--- src/verilog/hca_pkg.sv ---
package hca_pkg;

    // ------------------------------------------------------------
    // Register map, byte addresses of the AHB-Lite slave
    // ------------------------------------------------------------
    localparam logic [7:0] ADDR_CTRL = 8'h00;
    localparam logic [7:0] ADDR_TIMEOUT = 8'h04;
    localparam logic [7:0] ADDR_FAULT_VAL = 8'h08;
    localparam logic [7:0] ADDR_PWM_CYCLE = 8'h0C;
    localparam logic [7:0] ADDR_STATUS = 8'h10;
    localparam logic [7:0] ADDR_DRIVE = 8'h14;

    // ------------------------------------------------------------
    // Field positions
    // ------------------------------------------------------------
    localparam int CTRL_MON_BIT = 0;
    localparam int CTRL_MODE_LSB = 1;
    localparam int CTRL_SEND_LSB = 4;
    localparam int CTRL_POL_BIT = 6;
    localparam int CTRL_REC_LSB = 7;
    localparam int DRIVE_COOL_LSB = 8;
    localparam int DRIVE_FAN_LSB = 16;

    // ------------------------------------------------------------
    // Reset values and limits
    // ------------------------------------------------------------
    localparam logic [15:0] TIMEOUT_MIN = 16'h001E;
    localparam logic [15:0] TIMEOUT_DEF = 16'h0078;
    localparam logic [6:0] FAULT_VAL_DEF = 7'h1E;
    localparam logic [6:0] PCT_FULL = 7'h64;
    localparam logic [15:0] PWM_CYCLE_DEF = 16'h00B4;
    localparam logic [2:0] HSIZE_WORD = 3'h2;

    // ------------------------------------------------------------
    // Timing: one supervision tick per second
    // ------------------------------------------------------------
    localparam int SECOND_NS = 1000000000;
    localparam int CLK_PERIOD_NS = 5;
    localparam int SEC_CYCLES = SECOND_NS / CLK_PERIOD_NS;

    // ------------------------------------------------------------
    // Enumerations
    // ------------------------------------------------------------
    typedef enum logic [2:0] {MODE_1V2P, MODE_1V4P_SW, MODE_2V2P, MODE_2V2P_SW, MODE_2V4P} hca_mode_t;
    typedef enum logic [1:0] {SEND_NEVER, SEND_CHANGE, SEND_REQUEST, SEND_BOTH} hca_send_t;
    typedef enum logic [1:0] {REC_KEEP, REC_HEAT, REC_COOL, REC_SPARE} hca_rec_t;
    typedef enum logic [2:0] {TEL_HEAT, TEL_COOL, TEL_COMBINED, TEL_COOL_EXTRA, TEL_TOGGLE} hca_tel_t;

endpackage : hca_pkg

--- src/verilog/hca_arbiter.sv ---
// Design decisions made here: the placing of the registers and the AHB-Lite register port.
module hca_arbiter
    import hca_pkg::*;
#(
    parameter int TICK_CYCLES = SEC_CYCLES,
    parameter int PWM_W = 16
)
(
    input wire logic hclk,
    input wire logic hresetn,
    input wire logic hsel,
    input wire logic [31:0] haddr,
    input wire logic [1:0] htrans,
    input wire logic hwrite,
    input wire logic [2:0] hsize,
    input wire logic [31:0] hwdata,
    input wire logic hready,
    output logic hreadyout,
    output logic hresp,
    output logic [31:0] hrdata,
    input wire logic tel_valid,
    input wire logic [2:0] tel_kind,
    input wire logic [7:0] tel_value,
    input wire logic fault_req,
    input wire logic bus_recover,
    output logic [6:0] heat_valve,
    output logic [6:0] cool_valve,
    output logic [6:0] fan_demand,
    output logic heat_pwm,
    output logic cool_pwm,
    output logic heating,
    output logic fault,
    output logic emergency,
    output logic fault_send
);

    typedef struct packed {
        logic mon;
        hca_mode_t mode;
        hca_send_t send;
        logic pol;
        hca_rec_t rec;
        logic [15:0] timeout;
        logic [6:0] fault_val;
        logic [PWM_W-1:0] pwm_cycle;
        logic [15:0] timer;
        logic fault;
        logic emerg;
        logic fault_send;
        logic heating;
        logic [6:0] comb_cmd;
        logic [6:0] extra_cmd;
        logic [6:0] heat_cmd;
        logic [6:0] cool_cmd;
        logic [6:0] last_cmd;
        logic [6:0] heat_valve;
        logic [6:0] cool_valve;
        logic [6:0] fan;
        logic ap_wr;
        logic rd_pend;
        logic [7:0] ap_addr;
        logic hreadyout;
        logic [31:0] hrdata;
    } hca_state_t;

    hca_state_t st_r;
    hca_state_t st_nxt;
    logic tick;
    logic take;
    logic mon_tel;
    logic is_heat;
    logic auto_mode;
    logic sw_mode;
    logic two_pipe;
    logic [6:0] pct;
    logic heat_pwm_en;
    logic cool_pwm_en;
    hca_tel_t kind;

    // ------------------------------------------------------------
    // Seconds tick and emergency PWM
    // ------------------------------------------------------------
    hca_tick #(
        .CYCLES(TICK_CYCLES)
    ) u_tick (
        .hclk(hclk),
        .hresetn(hresetn),
        .tick(tick)
    );

    // Only the valve that is active in the current mode pulses
    assign heat_pwm_en = st_r.emerg && (st_r.mode != MODE_2V4P && st_r.mode != MODE_1V4P_SW || st_r.heating);
    assign cool_pwm_en = st_r.emerg && (st_r.mode == MODE_2V4P || st_r.mode == MODE_1V4P_SW) && !st_r.heating;

    hca_pwm #(
        .W(PWM_W)
    ) u_heat_pwm (
        .hclk(hclk),
        .hresetn(hresetn),
        .tick(tick),
        .en(heat_pwm_en),
        .cycle_s(st_r.pwm_cycle),
        .duty(st_r.fault_val),
        .pwm(heat_pwm)
    );

    hca_pwm #(
        .W(PWM_W)
    ) u_cool_pwm (
        .hclk(hclk),
        .hresetn(hresetn),
        .tick(tick),
        .en(cool_pwm_en),
        .cycle_s(st_r.pwm_cycle),
        .duty(st_r.fault_val),
        .pwm(cool_pwm)
    );

    // ------------------------------------------------------------
    // Decoded telegram and mode flags
    // ------------------------------------------------------------
    assign kind = hca_tel_t'(tel_kind);
    assign take = hsel && htrans[1] && hready;
    assign mon_tel = tel_valid && (kind == TEL_HEAT || kind == TEL_COOL || kind == TEL_COMBINED);
    assign is_heat = (kind == TEL_HEAT);
    assign auto_mode = (st_r.mode == MODE_2V2P) || (st_r.mode == MODE_2V4P);
    assign sw_mode = (st_r.mode == MODE_1V4P_SW) || (st_r.mode == MODE_2V2P_SW);
    assign two_pipe = (st_r.mode == MODE_2V2P) || (st_r.mode == MODE_2V2P_SW);
    // Values above full scale saturate rather than wrap
    assign pct = (tel_value > {1'b0, PCT_FULL}) ? PCT_FULL : tel_value[6:0];

    // ------------------------------------------------------------
    // Next state
    // ------------------------------------------------------------
    always_comb
    begin
        st_nxt = st_r;
        st_nxt.fault_send = 1'b0;
        st_nxt.hreadyout = 1'b1;
        // Write data phase commits hwdata to the address captured last cycle
        if (st_r.ap_wr)
        begin
            if (st_r.ap_addr == ADDR_CTRL)
            begin
                st_nxt.mon = hwdata[CTRL_MON_BIT];
                st_nxt.mode = hca_mode_t'(hwdata[CTRL_MODE_LSB +: 3]);
                st_nxt.send = hca_send_t'(hwdata[CTRL_SEND_LSB +: 2]);
                st_nxt.pol = hwdata[CTRL_POL_BIT];
                st_nxt.rec = hca_rec_t'(hwdata[CTRL_REC_LSB +: 2]);
            end
            else if (st_r.ap_addr == ADDR_TIMEOUT)
                st_nxt.timeout = (hwdata[15:0] < TIMEOUT_MIN) ? TIMEOUT_MIN : hwdata[15:0];
            else if (st_r.ap_addr == ADDR_FAULT_VAL)
                st_nxt.fault_val = (hwdata[7:0] > {1'b0, PCT_FULL}) ? PCT_FULL : hwdata[6:0];
            else if (st_r.ap_addr == ADDR_PWM_CYCLE)
                st_nxt.pwm_cycle = hwdata[PWM_W-1:0];
        end
        // Read costs one wait state so hrdata leaves a flop
        st_nxt.ap_wr = 1'b0;
        st_nxt.rd_pend = 1'b0;
        if (st_r.rd_pend)
        begin
            st_nxt.hrdata = 32'h0;
            if (st_r.ap_addr == ADDR_CTRL)
                st_nxt.hrdata = 32'({st_r.rec, st_r.pol, st_r.send, st_r.mode, st_r.mon});
            else if (st_r.ap_addr == ADDR_TIMEOUT)
                st_nxt.hrdata = 32'(st_r.timeout);
            else if (st_r.ap_addr == ADDR_FAULT_VAL)
                st_nxt.hrdata = 32'(st_r.fault_val);
            else if (st_r.ap_addr == ADDR_PWM_CYCLE)
                st_nxt.hrdata = 32'(st_r.pwm_cycle);
            else if (st_r.ap_addr == ADDR_STATUS)
                st_nxt.hrdata = 32'({st_r.timer, 13'h0, st_r.emerg, st_r.heating, st_r.fault});
            else if (st_r.ap_addr == ADDR_DRIVE)
                st_nxt.hrdata = 32'({st_r.fan, 1'b0, st_r.cool_valve, 1'b0, st_r.heat_valve});
        end
        else if (take)
        begin
            st_nxt.ap_addr = haddr[7:0];
            st_nxt.ap_wr = hwrite && (hsize == HSIZE_WORD) && (haddr[31:8] == 24'h0);
            st_nxt.rd_pend = !hwrite;
            st_nxt.hreadyout = hwrite;
        end

        // Control value telegrams
        if (tel_valid)
        begin
            case (kind)
                TEL_COMBINED: st_nxt.comb_cmd = pct;
                TEL_COOL_EXTRA: st_nxt.extra_cmd = pct;
                TEL_TOGGLE:
                begin
                    if (sw_mode)
                        st_nxt.heating = (tel_value[0] == st_r.pol);
                end
                TEL_HEAT, TEL_COOL:
                begin
                    st_nxt.last_cmd = pct;
                    if (pct != 7'h0)
                    begin
                        st_nxt.heat_cmd = is_heat ? pct : 7'h0;
                        st_nxt.cool_cmd = is_heat ? 7'h0 : pct;
                        if (auto_mode)
                            st_nxt.heating = is_heat;
                    end
                    else if (is_heat && st_r.cool_cmd == 7'h0)
                        st_nxt.heat_cmd = 7'h0;
                    else if (!is_heat && st_r.heat_cmd == 7'h0)
                        st_nxt.cool_cmd = 7'h0;
                end
                default:
                begin
                end
            endcase
        end

        // Bus voltage recovery
        if (bus_recover)
        begin
            st_nxt.timer = 16'h0;
            if (st_r.rec == REC_HEAT)
                st_nxt.heating = 1'b1;
            else if (st_r.rec == REC_COOL)
                st_nxt.heating = 1'b0;
        end

        // Supervision; a heat, cool or combined telegram proves the link alive so it beats expiry
        if (!st_r.mon)
        begin
            st_nxt.timer = 16'h0;
            st_nxt.fault = 1'b0;
            st_nxt.emerg = 1'b0;
        end
        else if (mon_tel)
        begin
            st_nxt.timer = 16'h0;
            st_nxt.fault = 1'b0;
            st_nxt.emerg = 1'b0;
        end
        else if (tick && !st_r.fault)
        begin
            if (17'(st_r.timer) + 17'h1 >= 17'(st_r.timeout))
            begin
                st_nxt.fault = 1'b1;
                st_nxt.emerg = 1'b1;
            end
            else
                st_nxt.timer = st_r.timer + 16'h1;
        end

        // Fault status transmission request
        if ((st_nxt.fault != st_r.fault) && (st_r.send == SEND_CHANGE || st_r.send == SEND_BOTH))
            st_nxt.fault_send = 1'b1;
        if (fault_req && (st_r.send == SEND_REQUEST || st_r.send == SEND_BOTH))
            st_nxt.fault_send = 1'b1;

        // Valve and fan drive; unused valves closed, no curve applied
        st_nxt.heat_valve = 7'h0;
        st_nxt.cool_valve = 7'h0;
        st_nxt.fan = 7'h0;
        case (st_nxt.mode)
            MODE_1V2P:
            begin
                st_nxt.heat_valve = st_nxt.emerg ? st_nxt.fault_val : st_nxt.comb_cmd;
                st_nxt.cool_valve = st_nxt.extra_cmd;
                st_nxt.fan = st_nxt.heat_valve;
            end
            MODE_1V4P_SW:
            begin
                st_nxt.fan = st_nxt.emerg ? st_nxt.fault_val : st_nxt.comb_cmd;
                if (st_nxt.heating)
                    st_nxt.heat_valve = st_nxt.fan;
                else
                    st_nxt.cool_valve = st_nxt.fan;
            end
            MODE_2V2P:
            begin
                st_nxt.heat_valve = st_nxt.heating ? st_nxt.heat_cmd : st_nxt.cool_cmd;
                if (st_nxt.emerg)
                    st_nxt.heat_valve = st_nxt.fault_val;
                st_nxt.fan = st_nxt.heat_valve;
            end
            MODE_2V2P_SW:
            begin
                st_nxt.heat_valve = st_nxt.emerg ? st_nxt.fault_val : st_nxt.last_cmd;
                st_nxt.fan = st_nxt.heat_valve;
            end
            MODE_2V4P:
            begin
                st_nxt.fan = st_nxt.heating ? st_nxt.heat_cmd : st_nxt.cool_cmd;
                if (st_nxt.emerg)
                    st_nxt.fan = st_nxt.fault_val;
                if (st_nxt.heating)
                    st_nxt.heat_valve = st_nxt.fan;
                else
                    st_nxt.cool_valve = st_nxt.fan;
            end
            default:
            begin
            end
        endcase
    end

    // ------------------------------------------------------------
    // State register
    // ------------------------------------------------------------
    always_ff @(posedge hclk or negedge hresetn)
    begin
        if (!hresetn)
        begin
            st_r <= '0;
            st_r.send <= SEND_CHANGE;
            st_r.pol <= 1'b1;
            st_r.timeout <= TIMEOUT_DEF;
            st_r.fault_val <= FAULT_VAL_DEF;
            st_r.pwm_cycle <= PWM_W'(PWM_CYCLE_DEF);
            st_r.heating <= 1'b1;
            st_r.hreadyout <= 1'b1;
        end
        else
            st_r <= st_nxt;
    end

    // Outputs
    assign hreadyout = st_r.hreadyout;
    assign hresp = 1'b0;
    assign hrdata = st_r.hrdata;
    assign heat_valve = st_r.heat_valve;
    assign cool_valve = st_r.cool_valve;
    assign fan_demand = st_r.fan;
    assign heating = st_r.heating;
    assign fault = st_r.fault;
    assign emergency = st_r.emerg;
    assign fault_send = st_r.fault_send;
endmodule : hca_arbiter

--- src/verilog/hca_pwm.sv ---
// Slow PWM on the seconds tick, duty in percent of the cycle
module hca_pwm
    import hca_pkg::*;
#(
    parameter int W = 16
)
(
    input wire logic hclk,
    input wire logic hresetn,
    input wire logic tick,
    input wire logic en,
    input wire logic [W-1:0] cycle_s,
    input wire logic [6:0] duty,
    output logic pwm
);

    typedef struct packed {
        logic [W-1:0] phase;
        logic out;
    } hca_pwm_t;

    hca_pwm_t st_r;
    hca_pwm_t st_nxt;
    logic [W+6:0] lhs;
    logic [W+6:0] rhs;

    // --------------------------------------------------------
    // Phase counter and compare
    // --------------------------------------------------------
    // Products stay inside W+7 bits since duty never exceeds 100
    always_comb
    begin
        st_nxt = st_r;
        lhs = (W+7)'(st_r.phase) * (W+7)'(PCT_FULL);
        rhs = (W+7)'(duty) * (W+7)'(cycle_s);
        if (!en)
            st_nxt.phase = '0;
        else if (tick)
            st_nxt.phase = ((W+1)'(st_r.phase) + (W+1)'(1) >= (W+1)'(cycle_s)) ? '0 : st_r.phase + W'(1);
        st_nxt.out = en && (lhs < rhs);
    end

    // State register
    always_ff @(posedge hclk or negedge hresetn)
    begin
        if (!hresetn)
            st_r <= '0;
        else
            st_r <= st_nxt;
    end

    assign pwm = st_r.out;

endmodule : hca_pwm

--- src/verilog/hca_tick.sv ---
// Seconds strobe from the system clock
module hca_tick
    import hca_pkg::*;
#(
    parameter int CYCLES = SEC_CYCLES
)
(
    input wire logic hclk,
    input wire logic hresetn,
    output logic tick
);

    typedef struct packed {
        logic [31:0] cnt;
        logic tick;
    } hca_tick_t;

    hca_tick_t st_r;
    hca_tick_t st_nxt;

    // --------------------------------------------------------
    // Free running divider
    // --------------------------------------------------------
    always_comb
    begin
        st_nxt = st_r;
        st_nxt.tick = 1'b0;
        if (st_r.cnt >= 32'(CYCLES - 1))
        begin
            st_nxt.cnt = 32'h0;
            st_nxt.tick = 1'b1;
        end
        else
        begin
            st_nxt.cnt = st_r.cnt + 32'h1;
        end
    end

    // State register
    always_ff @(posedge hclk or negedge hresetn)
    begin
        if (!hresetn)
            st_r <= '0;
        else
            st_r <= st_nxt;
    end

    assign tick = st_r.tick;

endmodule : hca_tick
--- config.mk ---
export PLATFORM = sky130hd
export DESIGN_NAME = hca_arbiter
export DESIGN_NICKNAME = d
export VERILOG_FILES = /design/src/verilog/hca_pkg.sv /design/src/verilog/hca_arbiter.sv /design/src/verilog/hca_pwm.sv /design/src/verilog/hca_tick.sv
export SDC_FILE = /design/constraint.sdc
export NUM_CORES = 1
export LEC_CHECK = 0
export ABC_AREA = 1
export BUFFER_PORTS_ARGS = -buffer_cell sky130_fd_sc_hd__buf_2
export CORE_MARGIN = 2
export CORE_UTILIZATION = 45
export DETAILED_ROUTE_END_ITERATION = 8
export SLEW_MARGIN = 20
export SYNTH_ARGS = -nofsm -noshare
export SYNTH_HDL_FRONTEND = slang
export SYNTH_SLANG_ARGS = --single-unit
--- constraint.sdc ---
create_clock -name hclk -period 6.2 [get_ports hclk]
set_input_delay 0.93 -clock hclk [delete_from_list [all_inputs] [get_ports hclk]]
set_output_delay 0.93 -clock hclk [all_outputs]
set_load 0.02 [all_outputs]
Word level (Yosys, flattened, before mapping)
Cells that the tools add are included.

operators by class
  reduce and logical (&&, ||, !) cells = 42
  multiply operators = 3
  $add $sub $neg = 7
  bitwise logic cells = 4
  equal/unequal tests = 29
  magnitude comparators = 9
  mux-type cells = 63

operators with widths
  operator                                                                                count
  16-bit two-way mux                                                                      12
  32-bit two-way mux                                                                      6
  7-bit two-way mux                                                                       18
  18-bit two-way mux                                                                      3
  16-bit by 1-bit adder with 17-bit output (second input constant)                        3
  17-bit by 16-bit greater-or-equal comparator with 1-bit output                          3
  16-bit by 1-bit adder with 16-bit output (second input constant)                        3
  47-bit two-way mux                                                                      1
  23-bit less-than comparator                                                             2
  23-bit two-way mux                                                                      2
  16-bit by 5-bit multiplier with 21-bit output (second input constant)                   2
  7-bit case mux with 3 select lines                                                      2
  39-bit two-way mux                                                                      1
  36-bit two-way mux                                                                      1
  7-bit case mux with 5 select lines                                                      1
  32-bit by 1-bit adder with 32-bit output (second input constant)                        1
  32-bit by 28-bit greater-or-equal comparator with 1-bit output (second input constant)  1
  24-bit logical NOT                                                                      1
  7-bit by 16-bit multiplier with 23-bit output                                           1
  11-bit two-way mux                                                                      2
  3-bit by 2-bit equality test with 1-bit output (second input constant)                  7
  21-bit two-way mux                                                                      1
  8-bit by 4-bit equality test with 1-bit output (second input constant)                  2
  8-bit by 5-bit equality test with 1-bit output (second input constant)                  2
  other kinds (29)                                                                        79

storage, ports and cells
  register bits = 234
  output and inout port bits = 61
  word-level logic and storage cells = 189
  bits of input ports = 88

Logic depth before layout (Yosys ltp)
  word-level depth = 15
  depth in mapped cells = 34
  gate-level depth less buffers = 32

Cells and area by module
Synthesis repeated with hierarchy kept, for this count alone.

second synthesis, totals
  cell total of the unflattened synthesis = 3651
  area total of the unflattened synthesis = 26082.5 µm²

modules (own cells, without submodules)
  module                 sequential area each (µm²)  cells each  times used  area an instance (µm²)
  hca_arbiter            4199.0                      1126        1           8966.1
  hca_pwm at u_cool_pwm  425.4                       1173        1           7773.7
  hca_pwm at u_heat_pwm  425.4                       1093        1           7518.5
  hca_tick               825.8                       259         1           1824.2

Least setup slack after synthesis
Ideal clock, no wire load.

  path type = register to register
  from = register st_r[139] in the netlist's numbering
  to = register u_heat_pwm.st_r (netlist bit u_heat_pwm.pwm)
  buffers on the path = 2
  stages on the path, launching flop included = 31
  path slack = 0.466 ns
  required time = 6.082 ns
  arrival time = 5.616 ns
  setup time = 0.118 ns
  clock period less this slack = 5.734 ns
  cell sequence = dfstp_2 clkbuf_1 clkbuf_1 nand2_1 fa_1 fa_1 inv_1 fa_1 inv_1 fa_1 inv_1 ha_1 nand2_1 o21ai_0 nor2_1 o31ai_1 xnor2_1 ha_1 nand2_1 nor4_1 nand2_1 nand2_1 nand3_1 nand2_1 nand4_1 nand2_1 nand2_1 nand2_1 nand2_1 a21oi_1 nor2_1

RTL lines
  what                    line                source
  start, declared         hca_arbiter.sv:66   hca_state_t st_r;
  start signal, assigned  hca_arbiter.sv:321  st_r <= st_nxt;
  end signal, assigned    hca_pwm.sv:49       st_r <= st_nxt;
  end, declared           hca_pwm.sv:22       hca_pwm_t st_r;

==> impl_metrics.json <==
{
  "synth_mux_area_share_pct": 0,
  "antenna_found_initial": 2,
  "leakagePower_nw": 12.9,
  "nNetsFinal": 3204,
  "cap_violations": 0,
  "route.detailed.drc": 0,
  "max_freq_mhz": 173,
  "grt_pass1_vias": 17797,
  "hold_path.class": "in2async",
  "grt_use_total_pct": 24.7,
  "hold_buffers": 0,
  "ctsRootBufferMaster": "clkbuf_16",
  "drt-pass1-iter-count": 6,
  "r2r_slack_ns": 0.43,
  "syn_area_mm2": 0.0208,
  "final.setup.worst_slack_ns": 0.431,
  "cts_tree": "yes",
  "synth-compound-area-share_pct": 10.5,
  "r2r_cells": 30,
  "ys_seq_area_share_pct": 28.2,
  "required_ns": 6.66,
  "place_hpwl_mm": 46.7,
  "setup_viol": 0,
  "ys_warn_count": 0,
  "ys_top_cells_by_count": "622 x nand2_1, 507 x inv_1, 232 x ha_1",
  "power_w": 0.00429,
  "synth_top_area_share_pct": 26.2,
  "tightest_slew_ns": 1.12,
  "avgRoutedWirePerCell_um": 17.1,
  "h-tree-depth": 1,
  "arrival_ns": 6.22,
  "avgSynthCellArea_um2": 7.64,
  "synth_flop_cell": "dfrtp_1",
  "drt_iter0_drc": 1357,
  "ys_top_cells_by_area": "dfrtp_1 26%, ha_1 14%, nand2_1 11%",
  "async_flop_share_pct": 100,
  "period_share_pct": 93.0,
  "ant_nets": 0,
  "synth_top_family_by_area": "adder cells",
  "gp_congestion": 0.929,
  "ios": 149,
  "worst_path_most_repeated_cell": "nand2_1",
  "die_x_um": 219,
  "fin_util_pct": 50.0,
  "portBuffers": 130,
  "clk_latency_ns": 0.57,
  "cts_sinks": 234,
  "grt_pass1_wl_mm": 93.8,
  "critPathLaunchType": "register",
  "synth_fa_ha_area_share_pct": 22.7,
  "synth_most_common_cell": "nand2_1",
  "clk_path_buf_depth": 3,
  "synth_top_cell_by_area": "dfrtp_1",
  "clkTransAtPathRegs_ns": 0.06,
  "ys_ff_latch": 234,
  "r2r_end": "u_heat_pwm.pwm",
  "viasPerCell": 5.26,
  "finalHoldViolCount": 0,
  "reg2reg_from": "st_r[139]",
  "status": "finished clean",
  "dieArea_mm2": 0.0480,
  "start_util_pct": 45.7,
  "slowest_delay_ns": 0.72,
  "placed_cell_area_mm2": 0.0217,
  "worstSetupEndpointType": "register",
  "finalCriticalPeriod_ns": 5.77,
  "path_class": "reg2reg",
  "stdcell_area_mm2": 0.0228,
  "dp_slack_ns": 0.193,
  "die_y_um": 219,
  "gr-total-overflow": 0,
  "finalSetupTns_ns": 0,
  "rsz0062_at_grt": "no",
  "netlist_instances": 2728,
  "num_rows": 78,
  "num_vias": 17950,
  "fin_worst_skew_ns": 0.0328,
  "slew_viol_final": 0,
  "synth_xor_area_share_pct": 4.20,
  "yosys.cell_types.count": 55,
  "drive_gt1_share_pct": 10.0,
  "grt_start_max_net_pins": 128,
  "syn_to_final_growth_pct": 9.46,
  "numCtsBuffers": 28,
  "synthSimpleGateAreaFrac_pct": 21.8,
  "synth-edff-count": 0,
  "maxSlewHeadroom_pct": 25.4,
  "power_density_mw_per_mm2": 188,
  "wl_mm": 58.3,
  "cp_slowest_cell": "dfstp_4",
  "worstPathMaxFanout": 13,
  "coreArea_mm2": 0.0456,
  "vdd_ir_drop_max_uv": 213
}
where the power goes:
part	switching, W	leakage (nW)	internal (W)
combinational	0.000499	9.49	0.000252
clock	0.000705	0.482	0.00110
sequential	0.0000938	2.91	0.00164
total	0.00130	12.9	0.00299
how the worst max path moves through the flow:
stage	endpoint	cells past startpoint	slack [ns]	startpoint
global placement	u_heat_pwm.pwm	28	0.21	st_r[139]
floorplan	u_heat_pwm.pwm	30	0.47	st_r[139]
global route	u_heat_pwm.pwm	30	0.03	st_r[139]
finish	u_heat_pwm.pwm	30	0.43	st_r[139]
CTS	u_heat_pwm.pwm	28	0.20	st_r[139]
detailed placement	u_heat_pwm.pwm	28	0.19	st_r[139]
logic make-up (layout without fill, tap and decap cells):
kind of cell	Yosys count	count (layout)
AOI/OAI and AO/OA	393	393
DFF	234	234
buffers and inverters	636	718
other	1	6
xor gates and xnor gates	100	100
and+or+nand+nor	1041	1041
adders and majority gates	323	323
metrics by stage:
step	hold WS, ns	std cells
after floorplan	0.425	2732
after global placement	0.437	3358
after detailed placement	0.452	3358
after CTS	0.455	3409
after global routing	0.485	3415
final	0.420	3415
flip-flops by register name (all words and copies together), names as in the netlist, 7 cells and up:
signal           flops
cool_valve           7
fan_demand           7
heat_valve           7
hrdata              32
st_r               109
u_cool_pwm.st_r     16
u_heat_pwm.st_r     16
u_tick.st_r         32
final cells by class:
class / instances / area (µm²)
fill: 4513 / 22800
multi-input combinational: 1862 / 12400
sequential: 234 / 5890
inverter: 516 / 1940
timing repair buffer: 151 / 831
clock buffer: 35 / 778
tap: 600 / 751
clock inverter: 16 / 226
antenna: 1 / 2.50
layout by cell type (no fill, tap or decap), types with 5 or more instances in the layout:
| master | n |
|---|---|
| a21oi_1 | 114 |
| a221oi_1 | 11 |
| a31oi_1 | 5 |
| buf_2 | 129 |
| buf_4 | 20 |
| bufinv_16 | 5 |
| clkbuf_16 | 29 |
| conb_1 | 5 |
| dfrtp_1 | 216 |
| dfstp_2 | 12 |
| fa_1 | 91 |
| ha_1 | 232 |
| inv_1 | 507 |
| inv_2 | 6 |
| nand2_1 | 620 |
| nand2_2 | 11 |
| nand2_4 | 7 |
| nand3_1 | 113 |
| nand3_2 | 5 |
| nand4_1 | 50 |
| nor2_1 | 144 |
| nor2_2 | 5 |
| nor2_4 | 5 |
| nor3_1 | 30 |
| nor3b_1 | 7 |
| nor4_1 | 19 |
| o211ai_1 | 14 |
| o21ai_0 | 177 |
| o21ai_1 | 15 |
| o22ai_1 | 19 |
| o31ai_1 | 9 |
| or2_2 | 12 |
| xnor2_1 | 25 |
| xor2_1 | 75 |
worst max-delay path: cells and delay by family, from the launching register on:
kind | cells | cell delay, ns
xor gates and xnor gates | 1 | 0.16
buffers and inverters | 4 | 0.28
DFF | 1 | 0.72
AOI/OAI and AO/OA | 3 | 0.45
and+or+nand+nor | 16 | 1.37
adders and majority gates | 6 | 2.69
metal layers:
layer / track usage [%] / share of wire, %
met4: 7.36 / 2.8
met3: 2.84 / 5.7
met5: 0 / 0.021
met1: 34.0 / 46
met2: 40.9 / 46
timing repair:
| item | CTS | global route |
|---|---|---|
| gates resized for setup | 0 | 16 |
| setup endpoints to repair | 0 | 2 |
| setup buffers | 0 | 5 |
Note: power is estimated with default switching activity, not from simulation.
